<file path="src/verilog/i2so_regs.svh">
// Constants of the two-wire slave front end: codes, reset values, timing.
// Assumes a single 100 MHz clock; included by name wherever needed.
`ifndef I2SO_REGS_SVH
`define I2SO_REGS_SVH

`define I2SO_GROUP_CODE   4'hc
`define I2SO_SUB_LOAD     8'h11
`define I2SO_SUB_COPY     8'h22
`define I2SO_SUB_BOTH     8'h44
`define I2SO_REG_RESET    8'h00
`define I2SO_BYTE_BITS    4'h8
`define I2SO_CLOCK_NS     10
`define I2SO_FILTER_NS    30
`define I2SO_FILTER_LEN   ((`I2SO_FILTER_NS + `I2SO_CLOCK_NS - 1) / `I2SO_CLOCK_NS)
`define I2SO_FIFO_WIDTH   10
`define I2SO_FIFO_DEPTH   4

`endif

</file>
<file path="src/verilog/i2so_pkg.sv">
// Types of the two-wire slave front end.
// Assumes nothing of its surroundings.
package i2so_pkg;
    typedef enum logic [3:0] {
        ST_IDLE,
        ST_ADDR,
        ST_ADDR_ACK,
        ST_SUB,
        ST_SUB_ACK,
        ST_DATA,
        ST_DATA_ACK,
        ST_READ,
        ST_READ_ACK,
        ST_DONE
    } i2so_state_type;
endpackage

</file>
<file path="src/verilog/i2so_fifo.sv">
// Small synchronous FIFO with valid/ready on both sides.
// Assumes one clock and an asynchronous active-high reset.
module i2so_fifo #(
    parameter int WIDTH = 10,
    parameter int DEPTH = 4
) (
    // Clock and reset
    input  wire logic             clock,
    input  wire logic             reset,
    // Fill side
    input  wire logic             inValid,
    output logic                  inReady,
    input  wire logic [WIDTH-1:0] inData,
    // Drain side
    output logic                  outValid,
    input  wire logic             outReady,
    output logic      [WIDTH-1:0] outData
);
    localparam int PW = (DEPTH > 1) ? $clog2(DEPTH) : 1;
    localparam int CW = $clog2(DEPTH + 1);
    localparam logic [CW-1:0] FULL = CW'(DEPTH);
    localparam logic [PW-1:0] LAST = PW'(DEPTH - 1);

    logic [WIDTH-1:0] mem [DEPTH];
    logic [PW-1:0]    wrPtr;
    logic [PW-1:0]    rdPtr;
    logic [CW-1:0]    count;
    logic             push;
    logic             pop;

    assign inReady  = (count != FULL);
    assign outValid = (count != '0);
    assign outData  = mem[rdPtr];
    assign push     = inValid && inReady;
    assign pop      = outValid && outReady;

    always_ff @(posedge clock) begin
        if (push) begin
            mem[wrPtr] <= inData;
        end
    end

    always_ff @(posedge clock or posedge reset) begin
        if (reset) begin
            wrPtr <= '0;
            rdPtr <= '0;
            count <= '0;
        end else begin
            if (push) begin
                wrPtr <= (wrPtr == LAST) ? '0 : wrPtr + PW'(1);
            end
            if (pop) begin
                rdPtr <= (rdPtr == LAST) ? '0 : rdPtr + PW'(1);
            end
            if (push && !pop) begin
                count <= count + CW'(1);
            end else if (pop && !push) begin
                count <= count - CW'(1);
            end
        end
    end

    a_fifo_no_overflow: assert property (@(posedge clock) disable iff (reset)
        count <= FULL) else $error("FIFO count above depth");
endmodule // i2so_fifo

</file>
<file path="src/verilog/i2so_top.sv">
// Two-wire serial slave front end feeding an 8-bit shift and output storage register.
// Assumes bus pins arrive asynchronously and an external pullup on the data wire.
`include "i2so_regs.svh"

module i2so_top (
    // Clock and reset
    input  wire logic       clock,
    input  wire logic       reset,
    // Bus pins
    input  wire logic       sclIn,
    input  wire logic       sdaIn,
    output logic            sdaOut,
    output logic            sdaOe,
    // Address select pins
    input  wire logic [2:0] addrSelect,
    // Register update stall
    input  wire logic       applyHold,
    // Register contents
    output logic      [7:0] shiftData,
    output logic      [7:0] outputData
);
    localparam int FL = `I2SO_FILTER_LEN;

    i2so_pkg::i2so_state_type state;
    logic [1:0]    sync1;
    logic [1:0]    sync2;
    logic [2:0]    addrSync1;
    logic [2:0]    addrSync2;
    logic [FL-1:0] sclHist;
    logic [FL-1:0] sdaHist;
    logic          sclF;
    logic          sdaF;
    logic          sclPrev;
    logic          sdaPrev;
    logic          sclRise;
    logic          sclFall;
    logic          startCond;
    logic          stopCond;
    logic          receiving;
    logic          addrMatch;
    logic          subKnown;
    logic [3:0]    bitCount;
    logic [7:0]    shiftIn;
    logic [7:0]    subAddr;
    logic [7:0]    txShift;
    logic          rw;
    logic          pushValid;
    logic [9:0]    pushData;
    logic          fifoInReady;
    logic          popValid;
    logic [9:0]    popData;
    logic          popFire;

    // Synchroniser then glitch filter on clock and data
    always_ff @(posedge clock or posedge reset) begin
        if (reset) begin
            sync1     <= 2'h3;
            sync2     <= 2'h3;
            addrSync1 <= 3'h0;
            addrSync2 <= 3'h0;
            sclHist   <= '1;
            sdaHist   <= '1;
            sclF      <= 1'b1;
            sdaF      <= 1'b1;
            sclPrev   <= 1'b1;
            sdaPrev   <= 1'b1;
        end else begin
            sync1     <= {sclIn, sdaIn};
            sync2     <= sync1;
            addrSync1 <= addrSelect;
            addrSync2 <= addrSync1;
            sclHist   <= {sclHist[FL-2:0], sync2[1]};
            sdaHist   <= {sdaHist[FL-2:0], sync2[0]};
            // A level is taken only once it has held for the whole window
            if (&sclHist) sclF <= 1'b1;
            else if (~|sclHist) sclF <= 1'b0;
            if (&sdaHist) sdaF <= 1'b1;
            else if (~|sdaHist) sdaF <= 1'b0;
            sclPrev   <= sclF;
            sdaPrev   <= sdaF;
        end
    end

    assign sclRise   = sclF && !sclPrev;
    assign sclFall   = !sclF && sclPrev;
    assign startCond = sclF && sclPrev && sdaPrev && !sdaF;
    assign stopCond  = sclF && sclPrev && !sdaPrev && sdaF;
    assign receiving = (state == i2so_pkg::ST_ADDR) || (state == i2so_pkg::ST_SUB)
                       || (state == i2so_pkg::ST_DATA);
    assign addrMatch = (shiftIn[7:4] == `I2SO_GROUP_CODE)
                       && (shiftIn[3:1] == addrSync2);
    assign subKnown  = (shiftIn == `I2SO_SUB_LOAD) || (shiftIn == `I2SO_SUB_COPY)
                       || (shiftIn == `I2SO_SUB_BOTH);

    // Open drain: the driven level is always low
    always_ff @(posedge clock or posedge reset) begin
        if (reset) sdaOut <= 1'b0;
        else sdaOut <= 1'b0;
    end

    // Bus state machine; drive changes follow a filtered clock fall, a start or a stop
    always_ff @(posedge clock or posedge reset) begin
        if (reset) begin
            state     <= i2so_pkg::ST_IDLE;
            bitCount  <= 4'h0;
            shiftIn   <= 8'h00;
            subAddr   <= 8'h00;
            txShift   <= 8'h00;
            rw        <= 1'b0;
            sdaOe     <= 1'b0;
            pushValid <= 1'b0;
            pushData  <= 10'h000;
        end else begin
            pushValid <= 1'b0;
            if (startCond) begin
                state    <= i2so_pkg::ST_ADDR;
                bitCount <= 4'h0;
                sdaOe    <= 1'b0;
            end else if (stopCond) begin
                state <= i2so_pkg::ST_IDLE;
                sdaOe <= 1'b0;
            end else begin
                if (sclRise && receiving) begin
                    shiftIn  <= {shiftIn[6:0], sdaF};
                    bitCount <= bitCount + 4'h1;
                end
                if (sclFall) begin
                    case (state)
                        i2so_pkg::ST_ADDR: begin
                            if (bitCount == `I2SO_BYTE_BITS) begin
                                bitCount <= 4'h0;
                                if (addrMatch) begin
                                    rw    <= shiftIn[0];
                                    sdaOe <= 1'b1;
                                    state <= i2so_pkg::ST_ADDR_ACK;
                                end else begin
                                    state <= i2so_pkg::ST_DONE;
                                end
                            end
                        end
                        i2so_pkg::ST_ADDR_ACK: begin
                            sdaOe <= 1'b0;
                            state <= i2so_pkg::ST_SUB;
                        end
                        i2so_pkg::ST_SUB: begin
                            if (bitCount == `I2SO_BYTE_BITS) begin
                                bitCount <= 4'h0;
                                subAddr  <= shiftIn;
                                // Full buffer withholds the ack rather than lose a copy
                                if (subKnown && (shiftIn != `I2SO_SUB_COPY || fifoInReady)) begin
                                    sdaOe <= 1'b1;
                                    state <= i2so_pkg::ST_SUB_ACK;
                                    if (shiftIn == `I2SO_SUB_COPY) begin
                                        pushValid <= 1'b1;
                                        pushData  <= {2'h2, 8'h00};
                                    end
                                end else begin
                                    state <= i2so_pkg::ST_DONE;
                                end
                            end
                        end
                        i2so_pkg::ST_SUB_ACK: begin
                            if (subAddr == `I2SO_SUB_COPY) begin
                                sdaOe <= 1'b0;
                                state <= i2so_pkg::ST_DONE;
                            end else if (subAddr == `I2SO_SUB_LOAD && rw) begin
                                sdaOe    <= ~shiftData[7];
                                txShift  <= {shiftData[6:0], 1'b0};
                                bitCount <= 4'h1;
                                state    <= i2so_pkg::ST_READ;
                            end else begin
                                sdaOe <= 1'b0;
                                state <= i2so_pkg::ST_DATA;
                            end
                        end
                        i2so_pkg::ST_DATA: begin
                            if (bitCount == `I2SO_BYTE_BITS) begin
                                bitCount <= 4'h0;
                                if (!rw && fifoInReady) begin
                                    sdaOe     <= 1'b1;
                                    pushValid <= 1'b1;
                                    pushData  <= {(subAddr == `I2SO_SUB_BOTH), 1'b1, shiftIn};
                                    state     <= i2so_pkg::ST_DATA_ACK;
                                end else begin
                                    state <= i2so_pkg::ST_DONE;
                                end
                            end
                        end
                        i2so_pkg::ST_DATA_ACK: begin
                            sdaOe <= 1'b0;
                            state <= i2so_pkg::ST_DONE;
                        end
                        i2so_pkg::ST_READ: begin
                            if (bitCount == `I2SO_BYTE_BITS) begin
                                sdaOe <= 1'b0;
                                state <= i2so_pkg::ST_READ_ACK;
                            end else begin
                                sdaOe    <= ~txShift[7];
                                txShift  <= {txShift[6:0], 1'b0};
                                bitCount <= bitCount + 4'h1;
                            end
                        end
                        i2so_pkg::ST_READ_ACK: begin
                            state <= i2so_pkg::ST_DONE;
                        end
                        default: begin
                            state <= state;
                        end
                    endcase
                end
            end
        end
    end

    i2so_fifo #(
        .WIDTH (`I2SO_FIFO_WIDTH),
        .DEPTH (`I2SO_FIFO_DEPTH)
    ) u_fifo (
        .clock    (clock),
        .reset    (reset),
        .inValid  (pushValid),
        .inReady  (fifoInReady),
        .inData   (pushData),
        .outValid (popValid),
        .outReady (!applyHold),
        .outData  (popData)
    );

    assign popFire = popValid && !applyHold;

    // Command entry: bit 9 copy to storage, bit 8 load shift, bits 7:0 data
    always_ff @(posedge clock or posedge reset) begin
        if (reset) begin
            shiftData  <= `I2SO_REG_RESET;
            outputData <= `I2SO_REG_RESET;
        end else if (popFire) begin
            if (popData[8]) shiftData <= popData[7:0];
            if (popData[9]) outputData <= popData[8] ? popData[7:0] : shiftData;
        end
    end

    a_start_to_addr: assert property (@(posedge clock) disable iff (reset)
        startCond |=> (state == i2so_pkg::ST_ADDR) && (bitCount == 4'h0) && !sdaOe)
        else $error("Start not followed by address reception");
    a_stop_to_idle: assert property (@(posedge clock) disable iff (reset)
        stopCond && !startCond |=> (state == i2so_pkg::ST_IDLE) && !sdaOe)
        else $error("Stop did not return to idle");
    a_group_mismatch: assert property (@(posedge clock) disable iff (reset)
        (state == i2so_pkg::ST_ADDR) && sclFall && !startCond && !stopCond
        && (bitCount == 4'h8) && (shiftIn[7:4] != 4'hc)
        |=> (state == i2so_pkg::ST_DONE) && !sdaOe ##1 !sdaOe)
        else $error("Wrong group code was answered");
    a_addr_ack: assert property (@(posedge clock) disable iff (reset)
        (state == i2so_pkg::ST_ADDR) && sclFall && !startCond && !stopCond
        && (bitCount == 4'h8) && (shiftIn[7:4] == 4'hc) && (shiftIn[3:1] == addrSync2)
        |=> sdaOe && (state == i2so_pkg::ST_ADDR_ACK))
        else $error("Matching address not acknowledged");
    a_open_drain: assert property (@(posedge clock) disable iff (reset)
        sdaOe |-> !sdaOut && (state inside {i2so_pkg::ST_ADDR_ACK, i2so_pkg::ST_SUB_ACK,
            i2so_pkg::ST_DATA_ACK, i2so_pkg::ST_READ})) else $error("Data line driven high");
    a_push_taken: assert property (@(posedge clock) disable iff (reset)
        pushValid |-> fifoInReady) else $error("Acknowledged command lost");
    a_drive_clock_low: assert property (@(posedge clock) disable iff (reset)
        !$stable(sdaOe) |-> !sclF || $past(stopCond) || $past(startCond))
        else $error("Data drive changed while clock high");
    a_undefined_sub: assert property (@(posedge clock) disable iff (reset)
        (state == i2so_pkg::ST_SUB) && sclFall && !startCond && !stopCond
        && (bitCount == 4'h8) && !subKnown
        |=> (state == i2so_pkg::ST_DONE) && !sdaOe && !pushValid)
        else $error("Undefined subaddress was answered");
    a_transfer_done: assert property (@(posedge clock) disable iff (reset)
        (state == i2so_pkg::ST_DATA_ACK) && sclFall && !startCond && !stopCond
        |=> (state == i2so_pkg::ST_DONE) && !sdaOe)
        else $error("Transfer not finished after data byte");
    a_load_only: assert property (@(posedge clock) disable iff (reset)
        popFire && popData[8] && !popData[9]
        |=> (shiftData == $past(popData[7:0])) && $stable(outputData))
        else $error("Load touched output storage");
    a_load_copy: assert property (@(posedge clock) disable iff (reset)
        popFire && popData[8] && popData[9]
        |=> (outputData == $past(popData[7:0])) && (shiftData == outputData))
        else $error("Load and copy mismatch");
    a_copy_only: assert property (@(posedge clock) disable iff (reset)
        popFire && !popData[8] && popData[9]
        |=> (outputData == $past(shiftData)) && $stable(shiftData))
        else $error("Copy did not take shift contents");
endmodule // i2so_top

</file>
<file path="config.mk">
export PLATFORM = sky130hd
export DESIGN_NAME = i2so_top
export DESIGN_NICKNAME = d
export VERILOG_FILES = /design/src/verilog/i2so_pkg.sv /design/src/verilog/i2so_fifo.sv /design/src/verilog/i2so_top.sv
export VERILOG_INCLUDE_DIRS = /design/src /design/src/verilog
export SDC_FILE = /design/constraint.sdc
export NUM_CORES = 1
export LEC_CHECK = 0
export ABC_CLOCK_PERIOD_IN_PS = 4000
export BUFFER_PORTS_ARGS = -buffer_cell sky130_fd_sc_hd__buf_2
export CAP_MARGIN = 20
export CORE_AREA = 2 2 121 123
export CTS_CLUSTER_SIZE = 40
export DETAILED_ROUTE_END_ITERATION = 12
export DIE_AREA = 0 0 123 125
export SLEW_MARGIN = 10
export SYNTH_ARGS = -nofsm -noshare
export SYNTH_HDL_FRONTEND = slang
export SYNTH_SLANG_ARGS = --single-unit
export TNS_END_PERCENT = 30
</file>
<file path="constraint.sdc">
create_clock -name clock -period 4 [get_ports clock]
set_input_delay 0.6 -clock clock [delete_from_list [all_inputs] [get_ports clock]]
set_output_delay 0.6 -clock clock [all_outputs]
set_load 0.03 [all_outputs]
</file>
==> results.cfg <==
[global_route]
grt_overflow = 0
grt_max_degree = 32
use_met2 = 0.235
grt.busiest_layer = met2
grt_usage = 0.154
met3_usage = 0.0534
met1_usage = 0.200
grt_pass1_wl_um = 18000
grt_pass1_vias = 3558
antenna_found_initial = 0

[sta]
rsz0062_at_grt = no
clock.fmax_mhz = 422
period_needed_ns = 2.37
slew_headroom = 0.488
finClkSkew_ns = 0.00856
fin_crit_sh = 0.592
tightest_slew_ns = 0.767
fin_tns_setup_ns = 0
slew_viol_final = 0
hold_violations = 0
setup_violations = 0
layout_setup_ws_ns = 1.63

[synth]
synth_top_area_share = 0.329
ys_top_cells_by_area = dfrtp_1 33%, edfxtp_1 22%, dfstp_2 6.6%
avgSynthCellArea_um2 = 12.6
synthCells = 440
syn-num-nets = 457
ys_types = 62
synth_edf_count = 40
yosysSeqAreaShare = 0.612
syn-cell-area_mm2 = 0.00555
async_reset_ff_frac = 0.685
synth_flop_cell = dfrtp_1
yosys_warnings = 0
synth-seq-cells = 127
yosysTopAreaCell = dfrtp_1

[clock_tree]
hold_buffers = 0
cts_tree = yes
htreeDepth = 4
cts-root-buf = clkbuf_16
postCtsSetupBuffers = 0
clock_path_buffers = 2
cts_sinks = 127
clock_latency_ns = 0.42
clk_pin_slew_worst_paths_ns = 0.06
cts_inserted_buffers = 17
cts_resized = 0

[cells_and_area]
areaGrowthSynthToFinish_pct = 15.3
n_antenna_cell = 0
final_cell_count_no_fill = 664
utilization = 0.450
drive_gt1_frac = 0.233
nets = 484

[placement]
port_buffers = 24
place_congestion = 0.869
dpl.hpwl_um = 7310
pre_cts_ws_ns = 1.43
dp.cells = 632

[die]
die_h_um = 125
core_mm2 = 0.0142
num_io_pins = 26
die_area_mm2 = 0.0154
fp.dieW_um = 123
start_util = 0.391
placementRows = 44

[routing]
drt_first_iter_violations = 180
postRouteAntennaNets = 0
via_per_inst = 5.25
wl_per_cell_um = 16.3
drc = 0
first_pass_iters = 4
routed_wl_um = 10800
vias = 3484

[pwr]
power.leakage_nw = 2.70
p_total_w = 0.00371
ir_worst_vdd_mv = 0.296
p_per_area_mw_per_mm2 = 581

[worst_setup_path]
arrival_ns = 2.67
rr_worst_depth = 6
critPathLaunchType = register
timing.rr.start = u_fifo.count[0]$_DFFE_PP0P_
r2r-end = u_fifo.count[1]$_DFFE_PP0P_
cp-end-kind = register
crit_required_ns = 4.30
r2r_slack_ns = 1.63
critPathKind = reg -> reg
crit_fanout = 6

[run]
max-cap-violations = 0

[outcome]
status = complete, no violations

[hold_path]
hp-class = in -> async
[cell usage in the layout (no fill, tap or decap), types with 14 or more instances in the layout]
| cell type | netlist | layout |
|---|---|---|
| dfrtp_1 | 73 | 73 |
| nand2_1 | 52 | 52 |
| edfxtp_1 | 40 | 40 |
| o21ai_0 | 38 | 38 |
| buf_2 | 1 | 24 |
| nor2_1 | 22 | 22 |
| mux2_2 | 20 | 20 |
| a21oi_1 | 18 | 18 |
| clkbuf_16 | 0 | 17 |
| mux2i_1 | 15 | 15 |
| dfstp_2 | 14 | 14 |
[metrics by stage]
step,instance area [um^2],hold slack (ns)
final,6400,0.193
after global placement,5850,0.334
after global routing,6400,0.230
after CTS,6390,0.196
after floorplan,5550,0.331
after detailed placement,5850,0.336
[worst max-delay path, stage by stage (launching register included)]
cell and delay, ns:
dfrtp_1 0.43, or3b_2 0.56, and2_0 0.26, ha_1 0.24, inv_1 0.08, fa_1 0.40
mux2_2 0.28
[state kept, by name (all words and copies together), names as in the netlist, 3 cells and up]
signal and cells:
u_fifo.mem 40, pushData 10, outputData 8, shiftData 8
shiftIn 8, subAddr 8, txShift 7, bitCount 4
state 4, addrSync1 3, addrSync2 3, sclHist 3
sdaHist 3, u_fifo.count 3
[per-layer routing]
| layer | share of wire | vias to the layer above | wire (um) |
|---|---|---|---|
| met1 | 0.46 | 1730 | 4940 |
| met3 | 0.045 | 21 | 485 |
| met5 | 0 | - | 0 |
| met2 | 0.48 | 73 | 5170 |
| met4 | 0.019 | 0 | 203 |
| li1 | - | 1660 | - |
[power by group]
group          internal, W  switching [W]
clock network     0.000868       0.000551
logic             0.000271       0.000312
registers          0.00147       0.000238
[cell usage after synthesis, types with 7 or more instances]
cell type and instances:
ha_1 8, nor3_1 7, dfrtp_1 73, inv_1 12
edfxtp_1 40, clkbuf_1 17, dfstp_2 14, o21ai_0 38
nand3_1 7, mux2i_1 15, a21oi_1 18, nor2_1 22
mux2_2 20, mux4_2 10, nand2_1 52
[worst max-delay path by stage]
| stage | start | to | slack, ns | cells past startpoint |
|---|---|---|---|---|
| floorplan | reset | addrSync1[0]$_DFF_PP0_ | 1.17 | 1 |
| global placement | u_fifo.count[0]$_DFFE_PP0P_ | pushData[9]$_DFFE_PP0P_ | 1.53 | 5 |
| detailed placement | u_fifo.count[0]$_DFFE_PP0P_ | pushData[6]$_DFFE_PP0P_ | 1.43 | 4 |
| CTS | u_fifo.count[0]$_DFFE_PP0P_ | pushData[6]$_DFFE_PP0P_ | 1.41 | 4 |
| global route | state[0]$_DFFE_PP0P_ | bitCount[0]$_DFFE_PP0P_ | 1.34 | 6 |
| finish | u_fifo.count[0]$_DFFE_PP0P_ | u_fifo.count[1]$_DFFE_PP0P_ | 1.63 | 6 |
[final cells by class]
type / count / area (um^2)
Clock inverter: 10 / 88.8
Inverter: 12 / 46.3
Multi-Input combinational cell: 280 / 2020
Fill cell: 1260 / 7810
Sequential cell: 127 / 3400
Tap cell: 184 / 230
Clock buffer: 22 / 454
Timing Repair Buffer: 29 / 158
[kinds of logic after synthesis]
logic type      share of synthesized area
compound gates                     0.0904
xor+xnor                           0.0126
mux                                 0.108
buf+inv                            0.0246
fa+ha+maj                          0.0216
other cells                      0.000676
simple gates                        0.130
flops                               0.612
No activity file was read; power rests on OpenSTA's default activity.
